[config.mk]
export PLATFORM = sky130hd
export DESIGN_NAME = ral_alarm_outputs
export DESIGN_NICKNAME = d
export VERILOG_FILES = /design/src/hdl/ral_alarm_outputs.v /design/src/hdl/ral_run_counter.v
export VERILOG_INCLUDE_DIRS = /design/src /design/src/hdl
export SDC_FILE = /design/constraint.sdc
export NUM_CORES = 1
export LEC_CHECK = 0
export BUFFER_PORTS_ARGS = -buffer_cell sky130_fd_sc_hd__buf_4
export CORE_UTILIZATION = 35
export CTS_BUF_LIST = sky130_fd_sc_hd__clkbuf_16
export DETAILED_ROUTE_END_ITERATION = 16
export GPL_TIMING_DRIVEN = 0
export PLACE_DENSITY = 0.52
export SLEW_MARGIN = 5
export SYNTH_ARGS = -nofsm -noshare
export SYNTH_HDL_FRONTEND = slang
export SYNTH_HIERARCHICAL = 1
export SYNTH_SLANG_ARGS = --single-unit
[constraint.sdc]
create_clock -name clk_sys -period 2.9 [get_ports clk_sys]
set_clock_uncertainty 0.2 [all_clocks]
set_input_delay 0.29 -clock clk_sys [delete_from_list [all_inputs] [get_ports clk_sys]]
set_output_delay 0.29 -clock clk_sys [all_outputs]
set_load 0.05 [all_outputs]
[src/hdl/ral_defs.vh]
`ifndef RAL_DEFS_VH
`define RAL_DEFS_VH

// Line modes
`define RAL_MODE_T1 2'h0
`define RAL_MODE_E1 2'h1
`define RAL_MODE_CC 2'h2
`define RAL_MODE_6312 2'h3

// Register byte addresses
`define RAL_OFS_CTRL 12'h000
`define RAL_OFS_STATUS 12'h004
`define RAL_OFS_IRQ_EN 12'h008
`define RAL_OFS_IRQ_CLR 12'h00c
`define RAL_OFS_SCALE 12'h010

// Control register fields
`define RAL_CTRL_MODE_LSB 0
`define RAL_CTRL_TRANSMIT_CLOCK_IN_SEL_BIT 4
`define RAL_CTRL_RESET 32'h00000000

// Status / interrupt bit positions
`define RAL_ST_FRAME_LOSS 0
`define RAL_ST_SIGNAL_LOSS 1
`define RAL_ST_TRANSMIT_CLOCK_IN_LOSS 2
`define RAL_ST_CC_ERROR 3
`define RAL_ST_WIDTH 4

// Thresholds and timing
`define RAL_T1_ZEROS 192
`define RAL_E1_ZEROS 255
`define RAL_TRANSMIT_CLOCK_IN_LOSS_PERIODS 15
`define RAL_CC_LOS_TIME_NS 120000
`define RAL_CLK_PERIOD_NS 20
`define RAL_CC_LOS_CYCLES ((`RAL_CC_LOS_TIME_NS + `RAL_CLK_PERIOD_NS - 1) / `RAL_CLK_PERIOD_NS)
`define RAL_SCALE_RESET 16'h0007

`endif

[src/hdl/ral_alarm_outputs.v]
`timescale 1ns/1ns
`include "ral_defs.vh"

// Function
// - Control bit 4 selects transmit-clock-loss function
// - Frame-loss high while synchronizer searches alignment
// - Transmit clock idle 15 scaled periods asserts
// - Composite mode: clock errors drive output high
// - 6312 kHz mode: frame-loss output undriven
// - T1: 192 consecutive zeros set signal loss
// - E1: 255 consecutive zeros set signal loss
// - Composite: zeros for 120 us set loss
module ral_alarm_outputs #(
	parameter CNT_W = 16,
	parameter CC_LOS_CYCLES = `RAL_CC_LOS_CYCLES
) (
	// Clock and reset
	input wire clk_sys,
	input wire sys_rst,
	// APB slave
	input wire psel,
	input wire penable,
	input wire pwrite,
	input wire [11:0] paddr,
	input wire [31:0] pwdata,
	output wire [31:0] prdata,
	output wire pready,
	output wire pslverr,
	// Receive side inputs
	input wire rx_data_valid,
	input wire rx_data,
	input wire sync_searching,
	input wire cc_8k_error,
	input wire cc_400_error,
	input wire transmit_clock_in,
	// Alarm pins
	output wire frame_loss_or_cc_error_out,
	output wire frame_loss_or_cc_error_oe,
	output wire signal_loss_out,
	// Interrupt
	output wire irq
);

	// Thresholds sized to the counter width, so no port silently truncates
	localparam [CNT_W-1:0] TRANSMIT_CLOCK_IN_LIMIT = `RAL_TRANSMIT_CLOCK_IN_LOSS_PERIODS;
	localparam [CNT_W-1:0] T1_LIMIT = `RAL_T1_ZEROS;
	localparam [CNT_W-1:0] E1_LIMIT = `RAL_E1_ZEROS;
	localparam [CNT_W-1:0] CC_LIMIT = CC_LOS_CYCLES[CNT_W-1:0];

	reg [31:0] io_control_reg;
	reg [15:0] scale_reg;
	reg [`RAL_ST_WIDTH-1:0] status_reg;
	reg [`RAL_ST_WIDTH-1:0] irq_en_reg;
	reg [31:0] prdata_reg;
	reg [15:0] scale_cnt_reg;
	reg scaled_tick_reg;
	reg transmit_clock_in_prev_reg;
	reg [`RAL_ST_WIDTH-1:0] cond_prev_reg;
	reg fl_out_reg;
	reg fl_oe_reg;
	reg los_out_reg;
	reg [CNT_W-1:0] los_limit;
	reg los_count_en;

	wire [1:0] line_mode;
	wire transmit_clock_in_sel;
	wire apb_access;
	wire apb_wr;
	wire apb_rd;
	wire addr_ok;
	wire transmit_clock_in_edge;
	wire transmit_clock_in_lost;
	wire zeros_reached;
	wire cc_error;
	wire frame_cond;
	wire [`RAL_ST_WIDTH-1:0] cond_now;
	wire [`RAL_ST_WIDTH-1:0] cond_rise;
	wire [`RAL_ST_WIDTH-1:0] clr_mask;

	// Address decode, shared by write/read enables and error answer
	function is_mapped;
		input [11:0] a;
		begin
			is_mapped = (a == `RAL_OFS_CTRL) || (a == `RAL_OFS_STATUS) ||
				(a == `RAL_OFS_IRQ_EN) || (a == `RAL_OFS_IRQ_CLR) ||
				(a == `RAL_OFS_SCALE);
		end
	endfunction

	assign line_mode = io_control_reg[`RAL_CTRL_MODE_LSB+1:`RAL_CTRL_MODE_LSB];
	assign transmit_clock_in_sel = io_control_reg[`RAL_CTRL_TRANSMIT_CLOCK_IN_SEL_BIT];

	// Zero-wait APB: every access completes in its first access cycle
	assign apb_access = psel && penable;
	assign addr_ok = is_mapped(paddr);
	assign apb_wr = apb_access && pwrite && addr_ok;
	assign apb_rd = apb_access && !pwrite && addr_ok;
	assign pready = 1'b1;
	assign pslverr = apb_access && !addr_ok;
	assign prdata = prdata_reg;

	// Software-visible configuration
	always @(posedge clk_sys or posedge sys_rst) begin
		if (sys_rst) begin
			io_control_reg <= `RAL_CTRL_RESET;
			scale_reg <= `RAL_SCALE_RESET;
			irq_en_reg <= {`RAL_ST_WIDTH{1'b0}};
		end else if (apb_wr) begin
			if (paddr == `RAL_OFS_CTRL) begin
				io_control_reg <= {27'h0000000, pwdata[4], 2'h0, pwdata[1:0]};
			end
			if (paddr == `RAL_OFS_SCALE) begin
				scale_reg <= pwdata[15:0];
			end
			if (paddr == `RAL_OFS_IRQ_EN) begin
				irq_en_reg <= pwdata[`RAL_ST_WIDTH-1:0];
			end
		end
	end

	// Read data is registered; unmapped reads return zero
	always @(posedge clk_sys or posedge sys_rst) begin
		if (sys_rst) begin
			prdata_reg <= 32'h00000000;
		end else if (psel && !penable && !pwrite) begin
			case (paddr)
				`RAL_OFS_CTRL: prdata_reg <= io_control_reg;
				`RAL_OFS_STATUS: prdata_reg <= {28'h0000000, status_reg};
				`RAL_OFS_IRQ_EN: prdata_reg <= {28'h0000000, irq_en_reg};
				`RAL_OFS_SCALE: prdata_reg <= {16'h0000, scale_reg};
				default: prdata_reg <= 32'h00000000;
			endcase
		end
	end

	// Scaled master clock: one-cycle tick every scale_reg+1 cycles
	always @(posedge clk_sys or posedge sys_rst) begin
		if (sys_rst) begin
			scale_cnt_reg <= 16'h0000;
			scaled_tick_reg <= 1'b0;
		end else if (scale_cnt_reg >= scale_reg) begin
			scale_cnt_reg <= 16'h0000;
			scaled_tick_reg <= 1'b1;
		end else begin
			scale_cnt_reg <= scale_cnt_reg + 16'h0001;
			scaled_tick_reg <= 1'b0;
		end
	end

	// Transmit clock is sampled as a synchronous level; any change is a transition
	always @(posedge clk_sys or posedge sys_rst) begin
		if (sys_rst) begin
			transmit_clock_in_prev_reg <= 1'b0;
		end else begin
			transmit_clock_in_prev_reg <= transmit_clock_in;
		end
	end

	assign transmit_clock_in_edge = transmit_clock_in ^ transmit_clock_in_prev_reg;

	// Idle watchdog counts scaled ticks, restarted by any edge
	ral_run_counter #(
		.WIDTH(CNT_W)
	) u_transmit_clock_in_watch (
		.clk_sys(clk_sys),
		.sys_rst(sys_rst),
		.restart(transmit_clock_in_edge),
		.count_en(scaled_tick_reg),
		.limit(TRANSMIT_CLOCK_IN_LIMIT),
		.reached(transmit_clock_in_lost)
	);

	// Loss-of-signal threshold and count source follow the line mode
	always @* begin
		los_limit = {CNT_W{1'b1}};
		los_count_en = 1'b0;
		case (line_mode)
			`RAL_MODE_T1: begin
				los_limit = T1_LIMIT;
				los_count_en = rx_data_valid;
			end
			`RAL_MODE_E1: begin
				los_limit = E1_LIMIT;
				los_count_en = rx_data_valid;
			end
			`RAL_MODE_CC: begin
				los_limit = CC_LIMIT;
				los_count_en = !rx_data;
			end
			default: begin
				los_limit = {CNT_W{1'b1}};
				los_count_en = 1'b0;
			end
		endcase
	end

	// Zero-run counter; a received one restarts it
	ral_run_counter #(
		.WIDTH(CNT_W)
	) u_zero_run (
		.clk_sys(clk_sys),
		.sys_rst(sys_rst),
		.restart((rx_data_valid && rx_data) || (line_mode == `RAL_MODE_CC && rx_data)),
		.count_en(los_count_en && !rx_data),
		.limit(los_limit),
		.reached(zeros_reached)
	);

	assign cc_error = cc_8k_error || cc_400_error;
	assign frame_cond = sync_searching;

	// Pin drivers, registered
	always @(posedge clk_sys or posedge sys_rst) begin
		if (sys_rst) begin
			fl_out_reg <= 1'b0;
			fl_oe_reg <= 1'b0;
			los_out_reg <= 1'b0;
		end else begin
			los_out_reg <= (line_mode != `RAL_MODE_6312) && zeros_reached;
			case (line_mode)
				`RAL_MODE_T1, `RAL_MODE_E1: begin
					fl_oe_reg <= 1'b1;
					if (transmit_clock_in_sel) begin
						fl_out_reg <= transmit_clock_in_lost;
					end else begin
						fl_out_reg <= frame_cond;
					end
				end
				`RAL_MODE_CC: begin
					fl_oe_reg <= 1'b1;
					fl_out_reg <= cc_error;
				end
				default: begin
					fl_oe_reg <= 1'b0;
					fl_out_reg <= 1'b0;
				end
			endcase
		end
	end

	assign frame_loss_or_cc_error_out = fl_out_reg;
	assign frame_loss_or_cc_error_oe = fl_oe_reg;
	assign signal_loss_out = los_out_reg;

	// Status events are rising edges of each alarm condition
	assign cond_now = {cc_error && line_mode == `RAL_MODE_CC, transmit_clock_in_lost,
		zeros_reached && line_mode != `RAL_MODE_6312, frame_cond};
	assign cond_rise = cond_now & ~cond_prev_reg;
	assign clr_mask = (apb_wr && paddr == `RAL_OFS_IRQ_CLR) ?
		pwdata[`RAL_ST_WIDTH-1:0] : {`RAL_ST_WIDTH{1'b0}};

	// Sticky status; a new event wins over a simultaneous clear
	always @(posedge clk_sys or posedge sys_rst) begin
		if (sys_rst) begin
			cond_prev_reg <= {`RAL_ST_WIDTH{1'b0}};
			status_reg <= {`RAL_ST_WIDTH{1'b0}};
		end else begin
			cond_prev_reg <= cond_now;
			status_reg <= (status_reg & ~clr_mask) | cond_rise;
		end
	end

	assign irq = |(status_reg & irq_en_reg);

endmodule

[src/hdl/ral_run_counter.v]
`timescale 1ns/1ns
`include "ral_defs.vh"

// Saturating run-length counter with a threshold compare
module ral_run_counter #(
	parameter WIDTH = 16
) (
	// Clock and reset
	input wire clk_sys,
	input wire sys_rst,
	// Counting control
	input wire restart,
	input wire count_en,
	input wire [WIDTH-1:0] limit,
	// Result
	output wire reached
);

	reg [WIDTH-1:0] count_reg;

	// Saturate so the alarm holds through arbitrarily long runs
	always @(posedge clk_sys or posedge sys_rst) begin
		if (sys_rst) begin
			count_reg <= {WIDTH{1'b0}};
		end else if (restart) begin
			count_reg <= {WIDTH{1'b0}};
		end else if (count_en && count_reg != {WIDTH{1'b1}}) begin
			count_reg <= count_reg + {{(WIDTH-1){1'b0}}, 1'b1};
		end
	end

	assign reached = (count_reg >= limit);

endmodule

==> metrics.txt, run 1 <==
status=completed; R2R Path End=u_zero_run/count_reg[13]$_DFFE_PP0P_; synthesis-stage register bit count=99; drt first pass iters=4; first-pass GRT wire length=around 25000 um; peak supply drop=approximately 0.00027 V; r2r setup slk=0.26 ns; final hold slack=0.0105 ns; share of cells above drive strength 1=21.0%; initial core utilization=35.6%; DR vias/cell=5.00; antenna viol nets, final=0; Required @ worst endpoint=2.97 ns; vias in the first global route=4969; Clk pin slew, worst setup/hold paths=approximately 0.070 ns; mapped cell area=approximately 6100 um2; met1 GRT Util=a little under a quarter; DP Wirelength=11200 um; crit path cell chain=nor2b_2, inv_1, a21oi_2, nand4_1, or2_0, buf_2, or4_1, a21oi_1; CP startpoint kind=flip-flop; GRT met3 Usage=roughly 3.3%; reg2reg start=io_control_reg[1]$_DFFE_PP0P_; Vias=4979; Overflow after GRT=0; ranking of synthesized cells by instance count=dfrtp_1 (96), inv_1 (65), ha_1 (51); Clock Root Buffer=clkbuf_16; min setup slack post-route=0.256 ns; # Max-Cap Violations=0; sum of negative setup slack=0 ns; initial antenna violation count=0; synth unique cells=61; Die Span X=134 um; end of the critical path=u_zero_run/count_reg[13]$_DFFE_PP0P_; Final setup viols=0; pre-CTS WS=-0.00587 ns; critical-path maximum fanout=8; HP Class=input port to flip-flop; CP max stage delay=around 0.48 ns; P&R area growth vs syn=21.0%; Port Buffer Count=58; crit path capture type=flip-flop; M2 GR Usage=between 20 and 30%; die height=134 um; reg2reg path depth=8; Cell Count Post-Placement=962; measured slew at the worst slew-check pin=0.824 ns; synth top area cells=dfrtp_1 (39%), ha_1 (10%), inv_1 (4.0%); io pins=93; Slew Viols, Final=0; Yosys top cell area share=39.1%; H-tree Lvls=3; post-DR wirelength/cell=roughly 15 um; DRC violations left=0; detailed router's first-iteration violation count=~270; Pleak=3.53 nW; FP Rows=48; final hold vios=0; pwr dens=376 nW/um2; die area=18100 um2; hold_sp=pwdata[0]; Global Route Usage Sum=17.3%; min Tclk post-route=2.64 ns; diode count=0; Yosys Warn Count=6; number of enable flip-flop cells after synthesis=0; CP arrival=approximately 2.7 ns; wirelength, routed=around 15000 um; core area=around 17000 um2; top_reg_cell synth=dfrtp_1; Layout Nets=872; largest net degree at the start of global routing=68; Synth area leader=dfrtp_1; clk_lat worst skew=0.36 ns; GPL Wtd Cong=0.797; crit share post-route=91.2%; gr busiest metal=met2; count leader, synth=dfrtp_1; RSZ-0062 raised after global routing=no; Crit Path Class=flip-flop to flip-flop; Rel. slew slack=roughly 45%; clk sinks=99; final std cells w/o fill=between 900 and 1000; CTS tree=done; f_max=around 380 MHz; CTS Buf Count=9; Worst path slowest cell=or4_1; ys async rst share=100%; Worst setup startpoint=io_control_reg[1]$_DFFE_PP0P_; Mapped Cells=647; Seq/Total Area, Yosys=between 40% and 50%; clk buf depth=2; Mean Syn Cell Area=9.49 um2
==> final cells by class <==
type / count / area, um2
buffer: 37 / 267
clock buffer: 9 / 225
clock inverter: 7 / 37.5
fill: 1676 / 9810
inverter: 65 / 246
multi-input combinational: 478 / 3270
sequential: 99 / 2480
tap: 225 / 282
timing repair buffer: 76 / 616
==> worst min-delay path by stage <==
stage | endpoint | slack [ns] | depth (start not counted)
after floorplan | u_transmit_clock_in_watch/count_reg[0]$_DFFE_PP0P_ | 0.004 | 1
after global placement | status_reg[3]$_DFF_PP0_ | 0.20 | 1
after detailed placement | status_reg[3]$_DFF_PP0_ | 0.20 | 1
after CTS | scale_reg[0]$_DFFE_PP1P_ | 0.002 | 2
after global routing | scale_reg[0]$_DFFE_PP1P_ | 0.01 | 2
final | scale_reg[0]$_DFFE_PP1P_ | 0.01 | 2
==> placed cells by master, fill, tap and decap left out, drive strengths merged, types with 10 or more instances in the layout <==
cell	instances
a22o	15
o21ai	38
clkbuf	16
nor2	47
a21oi	43
conb	34
nand3	18
inv	68
mux2	10
nor3	14
and3	11
and4	11
dfrtp	96
ha	51
nand4	14
buf	88
nand2	61
dlygate4sd3	18
==> cell families (layout without fill, tap and decap cells) <==
group | Yosys count | in the layout | synth area share [%]
flops | 99 | 99 | 40.4
buf+inv | 102 | 194 | 8.32
simple gates | 221 | 221 | 19.9
xor+xnor | 15 | 15 | 2.14
fa+ha+maj | 51 | 51 | 10.4
other cells | 2 | 34 | 0.122
compound gates | 141 | 141 | 15.9
mux | 16 | 16 | 2.81
==> critical path: cells and delay by family (launching register included) <==
kind / cells / cell delay, ns
AND/OR/NAND/NOR: 4 / 1.28
AO/OA/AOI/OAI: 2 / 0.39
buffers and inverters: 2 / 0.25
flip-flops: 1 / 0.44
==> power breakdown <==
group          switching (W)  internal [W]  leakage, nW  total [W]
clock network       0.000534      0.000573        0.136    0.00111
logic               0.000170      0.000108         2.13   0.000278
registers          0.0000152       0.00139         1.26    0.00141
total               0.000718       0.00208         3.53    0.00279
==> timing repair <==
item / 4_1_cts / 5_1_grt
cloned: 0 / 0
endpoints found under the hold margin: 115 / 0
hold buffers: 18 / 0
buffers inserted: 0 / 0
setup endpoints to repair: 2 / 2
resized for setup: 1 / 2
==> layer usage <==
layer / wire length, um / part of all wire, %
met3: 454 / 3.1
met1: 7300 / 50
met4: 165 / 1.1
met2: 6770 / 46
met5: 0 / 0
==> stage by stage <==
stage | util (%) | cell area (um2) | total power (W)
2_1_floorplan | - | 6260 | 0.00160
3_3_place_gp | 40.5 | 6980 | 0.00169
3_5_place_dp | 40.5 | 6980 | 0.00170
4_1_cts | 43.1 | 7420 | 0.00284
5_1_grt | 43.1 | 7430 | 0.00291
6_report | 43.1 | 7430 | 0.00279
(Power assumes the default switching activity.)
==> run 2, diff against run 1 <==
--- a/config.mk
+++ b/config.mk
@@ -7,6 +7,7 @@
 export NUM_CORES = 1
 export LEC_CHECK = 0
 export BUFFER_PORTS_ARGS = -buffer_cell sky130_fd_sc_hd__buf_4
+export CORE_MARGIN = 5
 export CORE_UTILIZATION = 35
 export CTS_BUF_LIST = sky130_fd_sc_hd__clkbuf_16
 export DETAILED_ROUTE_END_ITERATION = 16
==> metrics.txt, run 2 (same netlist as run 1, synthesis figures left out) <==
Port Buffer Count=58 (unchanged); core area=17200 um2 (unchanged); critical-path maximum fanout=8 (unchanged); Global Route Usage Sum=15.5% (-1.8 points); reg2reg path depth=8 (unchanged); largest net degree at the start of global routing=68 (unchanged); Final Instance Area=7490 um2 (+0.88%); post-DR wirelength/cell=15.1 um (+2.4%); f_max=363 MHz (-3.9%); Worst Hold Depth=4 (+2); final hold vios=0 (unchanged); Layout fillers=1649 (-1.6%); Die Span X=142 um (+6.0%); antenna viol nets, final=0 (unchanged); clk_lat worst skew=0.35 ns (about the same); CP startpoint kind=flip-flop; die height=142 um (+6.0%); min Tclk post-route=2.75 ns (+0.108 ns); Vias=5052 (+1.5%); initial core utilization=35.6% (unchanged); peak supply drop=0.000298 V (+12%); CP arrival=2.82 ns (+0.10 ns); P&R area growth vs syn=22.1%; wirelength, routed=15100 um (+2.6%); drt first pass iters=5 (+1); Pleak=3.56 nW (+0.78%); measured slew at the worst slew-check pin=0.844 ns (+0.0200 ns); Slew Viols, Final=0 (unchanged); Rel. slew slack=43.7% (-1.3 points); first-pass GRT wire length=25600 um (+3.3%); Placement Cell Area=6980 um2 (unchanged); detailed router's first-iteration violation count=255 (-4.5%); GPL Wtd Cong=0.813 (+2.0%); die area=20300 um2 (+12%); HP Class=input port to flip-flop; vias in the first global route=5084 (+2.3%); area of the multi-input gates=3270 um2 (about the same); DRC violations left=0 (unchanged); Final setup viols=0 (unchanged); commonest non-fill, non-tap cell in the layout=dfrtp_1; CTS Buf Count=9 (unchanged); Layout Nets=873 (+0.11%); Clk pin slew, worst setup/hold paths=0.07 ns (about the same); FP Rows=48 (unchanged); status=completed; Crit Path Class=flip-flop to flip-flop; Storage cell area=2480 um2 (unchanged); crit path capture type=flip-flop; share of cells above drive strength 1=21.0% (-0.027 points); DR vias/cell=5.06 (+1.3%); crit share post-route=94.9% (+3.7 points); io pins=93 (unchanged); Clock Root Buffer=clkbuf_16; initial antenna violation count=1 (+1); # Max-Cap Violations=0 (unchanged); pwr dens=400 nW/um2 (+6.4%); clk sinks=99 (unchanged); Required @ worst endpoint=2.97 ns (about the same); RSZ-0062 raised after global routing=no; clk buf depth=2 (unchanged); Overflow after GRT=0 (unchanged); postcts setup bufs=0 (unchanged); DP Wirelength=11500 um (+2.6%); most frequent cells in the layout=dfrtp_1 (95), buf_4 (77), inv_1 (66), ha_1 (51); sum of negative setup slack=0 ns (unchanged); Final Power=0.00300 W (+7.3%); H-tree Lvls=3 (unchanged); CTS tree=done
run 2: changes by cell type in the layout (fill, tap and decap cells not counted), sizes merged:
cell,previous run,this run
inv,68,69
clkinv,3,0
bufinv,0,2
dlygate4sd3,18,19
diode,0,1
run 2: final timing paths:
kind                                          startpoint                                    to  slack [ns]
setup / recovery           io_control_reg[1]$_DFFE_PP0P_  u_zero_run/count_reg[13]$_DFFE_PP0P_        0.15
hold / removal                                   rx_data   u_zero_run/count_reg[2]$_DFFE_PP0P_        0.12
setup reg to reg           io_control_reg[1]$_DFFE_PP0P_  u_zero_run/count_reg[13]$_DFFE_PP0P_        0.15
hold reg to reg               cond_prev_reg[3]$_DFF_PP0_               status_reg[3]$_DFF_PP0_        0.21
max in group asynchronous                        sys_rst         io_control_reg[1]$_DFFE_PP0P_        1.42
min in group asynchronous                        sys_rst   u_zero_run/count_reg[0]$_DFFE_PP0P_        0.42
run 2: report_power, final:
| group | switching (W) | total, W | internal (W) |
|---|---|---|---|
| combinational | 0.000170 | 0.000279 | 0.000109 |
| sequential | 0.0000158 | 0.00141 | 0.00139 |
| clock | 0.000552 | 0.00131 | 0.000757 |
| total | 0.000738 | 0.00300 | 0.00226 |
run 2: cell type report:
type,instances,share of cell area [%]
Antenna cell,1,0.0334
Buffer,37,3.56
Clock buffer,9,3.01
Clock inverter,7,1.24
Inverter,65,3.29
Multi-Input combinational cell,478,43.6
Sequential cell,99,33.1
Tap cell,225,3.76
Timing Repair Buffer,77,8.35
run 2: layer usage:
metal  share of wire, %  wire length [um]  GRT usage (%)
met5                  0                 0              0
met2                 46              6980           24.8
met3                3.4               518           2.45
met1                 49              7400           21.9
met4                1.1               166           4.30
run 2: what timing repair did:
action                     4_1_cts  5_1_grt
setup endpoints to repair        1        2
hold endpoints to repair       118        0
hold buffers                    19        0
resized for setup                1        1
run 2: critical path: stages, from the launching register on:
cell and delay (ns):
dfrtp_2 0.46, nor2b_1 0.27, inv_1 0.12, a21oi_2 0.24, nand4_1 0.30, or2_0 0.29
buf_2 0.15, or4_1 0.47, a21oi_1 0.17
run 2: through the flow:
step | hold WS (ns) | utilization [%] | cells | setup WS (ns)
floorplan | 0.00374 | - | 679 | 0.601
global placement | 0.197 | 40.5 | 962 | -0.151
detailed placement | 0.209 | 40.5 | 962 | 0.0250
CTS | 0.100 | 43.5 | 997 | 0.0900
global route | 0.155 | 43.5 | 998 | 0.00510
finish | 0.121 | 43.5 | 998 | 0.149
==> run 3, diff against run 2 <==
--- a/config.mk
+++ b/config.mk
@@ -12,7 +12,7 @@
 export CTS_BUF_LIST = sky130_fd_sc_hd__clkbuf_16
 export DETAILED_ROUTE_END_ITERATION = 16
 export GPL_TIMING_DRIVEN = 0
-export PLACE_DENSITY = 0.52
+export PLACE_DENSITY = 0.63
 export SLEW_MARGIN = 5
 export SYNTH_ARGS = -nofsm -noshare
 export SYNTH_HDL_FRONTEND = slang
==> metrics.txt, run 3 (same netlist as run 1, synthesis figures left out) <==
measured slew at the worst slew-check pin=0.820 ns (-0.0238 ns); DR vias/cell=4.95 (-2.1%); Port Buffer Count=58 (unchanged); die height=142 um (unchanged); Overflow after GRT=0 (unchanged); HP Class=input port to flip-flop; pre-CTS WS=0.121 ns (+0.0958 ns); Final setup viols=0 (unchanged); clock network power share=45.3% (+1.6 points); drt first pass iters=4 (-1); die area=20300 um2 (unchanged); antenna viol nets, final=0 (unchanged); crit share post-route=90.9% (-4.0 points); final std cells w/o fill=997 (-0.10%); peak supply drop=0.000243 V (-18%); pwr dens=411 nW/um2 (+2.7%); switching power=0.000738 W (about the same); initial core utilization=35.6% (unchanged); f_max=380 MHz (+4.4%); initial antenna violation count=1 (unchanged); Clock Root Buffer=clkbuf_16; DRC violations left=0 (unchanged); P&R area growth vs syn=22.3%; Die Span X=142 um (unchanged); final hold slack=0.0232 ns (-0.0981 ns); Gate power share=9.0% (-0.3 points); Top Family by Delay on Critical Path=simple AND/OR/NAND/NOR gates; Rel. slew slack=45.3% (+1.6 points); wirelength, routed=14300 um (-5.0%); FP Rows=48 (unchanged); H-tree Lvls=3 (unchanged); Final Util=43.5% (+0.072 points); Clk pin slew, worst setup/hold paths=0.07 ns (about the same); status=completed; final hold vios=0 (unchanged); reg2reg start=io_control_reg[1]$_DFFE_PP0P_; clk buf depth=2 (unchanged); Layout fillers=1673 (+1.5%); R2R Path End=u_zero_run/count_reg[13]$_DFFE_PP0P_; end of the critical path=u_zero_run/count_reg[13]$_DFFE_PP0P_; detailed router's first-iteration violation count=366 (+44%); most frequent cells in the layout=dfrtp_1 (95), buf_4 (77), inv_1 (65), ha_1 (51); core area=17200 um2 (unchanged); CP max stage delay=0.47 ns (about the same); min setup slack post-route=0.265 ns (+0.116 ns); postcts setup bufs=0 (unchanged); CP startpoint kind=flip-flop; clk sinks=99 (unchanged); Vias=4940 (-2.2%); CP arrival=2.71 ns (-0.11 ns); # Max-Cap Violations=0 (unchanged); commonest non-fill, non-tap cell in the layout=dfrtp_1; DP Wirelength=10800 um (-6.0%); r2r setup slk=0.27 ns (+0.12 ns); Crit Path Class=flip-flop to flip-flop; GPL Wtd Cong=0.760 (-6.5%); Crit. path cell count=8 (unchanged); min Tclk post-route=2.63 ns (-0.116 ns); worst path bufs/invs=2 (unchanged); critical-path maximum fanout=8 (unchanged); Worst path slowest cell=or4_1; post-DR wirelength/cell=14.4 um (-4.9%); Worst setup startpoint=io_control_reg[1]$_DFFE_PP0P_; io pins=93 (unchanged); internal power=0.00235 W (+3.8%); Required @ worst endpoint=2.97 ns (about the same); reg2reg path depth=8 (unchanged); share of cells above drive strength 1=21.0% (+0.027 points); crit path cell chain=nor2b_1, inv_1, a21oi_2, nand4_1, or2_0, buf_2, or4_1, a21oi_1; CTS tree=done; Switching Share=23.9% (-0.68 points); Global Route Usage Sum=14.6% (-0.90 points); first-pass GRT wire length=23900 um (-6.4%); RSZ-0062 raised after global routing=no; largest net degree at the start of global routing=68 (unchanged); vias in the first global route=4824 (-5.1%); Pleak=3.57 nW (+0.17%); share of power burned in registers=45.7% (-1.3 points); hold_sp=pwdata[0]; CTS Buf Count=9 (unchanged); Cell Count Post-Placement=962 (unchanged); crit path capture type=flip-flop; clk_lat worst skew=0.35 ns (about the same); Slew Viols, Final=0 (unchanged); Layout Nets=872 (-0.11%)
-- run 3: cell count changes in the layout (fill, tap and decap cells not counted), sizes merged --
cell,delta
bufinv,+1
clkinv,+1
clkinvlp,-1
dlygate4sd3,-1
inv,-1
-- run 3: power by group through the flow --
stage | sequential [W] | combinational (W) | clock [W]
global route | 0.00141 | 0.000308 | 0.00148
global placement | 0.00144 | 0.000254 | 0
floorplan | 0.00143 | 0.000170 | 0
detailed placement | 0.00144 | 0.000257 | 0
CTS | 0.00141 | 0.000278 | 0.00143
finish | 0.00141 | 0.000277 | 0.00140
-- run 3: metal layers --
layer / wire length, um / vias up / part of all wire, % / global-route usage (%)
met5: 0 / - / 0 / 0
met4: 258 / 0 / 1.8 / 5.25
met3: 504 / 16 / 3.5 / 2.52
met2: 6530 / 71 / 46 / 23.1
met1: 7030 / 2333 / 49 / 20.1
li1: - / 2520 / - / -
-- run 3: timing repair --
item	in CTS	in global routing
resized for setup	0	2
endpoints found under the hold margin	116	0
endpoints found under the setup margin	0	3
hold buffers	18	0
-- run 3: area by class of cell --
cell class / count / area [um2] / area share, %
antenna: 1 / 2.50 / 0.0333
buffer: 37 / 267 / 3.55
clock buffer: 9 / 225 / 3.00
clock inverter: 7 / 115 / 1.53
inverter: 65 / 246 / 3.28
multi-input combinational: 478 / 3270 / 43.6
sequential: 99 / 2480 / 33.1
tap: 225 / 282 / 3.75
timing repair buffer: 76 / 616 / 8.20
-- run 3: worst min path at each step --
stage | to | slack (ns) | depth (start not counted)
after global placement | status_reg[3]$_DFF_PP0_ | 0.20 | 1
after floorplan | u_transmit_clock_in_watch/count_reg[0]$_DFFE_PP0P_ | 0.004 | 1
after detailed placement | status_reg[3]$_DFF_PP0_ | 0.20 | 1
after global routing | scale_reg[0]$_DFFE_PP1P_ | 0.02 | 2
final | scale_reg[0]$_DFFE_PP1P_ | 0.02 | 2
after CTS | scale_reg[0]$_DFFE_PP1P_ | 0.02 | 2
-- run 3: worst register-to-register path: cells and delay by family, from the launching register on --
family,cells,cell delay (ns)
AND/OR/NAND/NOR,4,1.28
AO/OA/AOI/OAI,2,0.40
flip-flops,1,0.44
buffers and inverters,2,0.26
-- run 3: stage by stage --
step | setup TNS (ns) | power, W | area, um2
floorplan | 0 | 0.00160 | 6260
global placement | -12.64 | 0.00169 | 6980
detailed placement | 0 | 0.00169 | 6980
CTS | 0 | 0.00312 | 7500
global route | 0 | 0.00320 | 7510
finish | 0 | 0.00308 | 7510
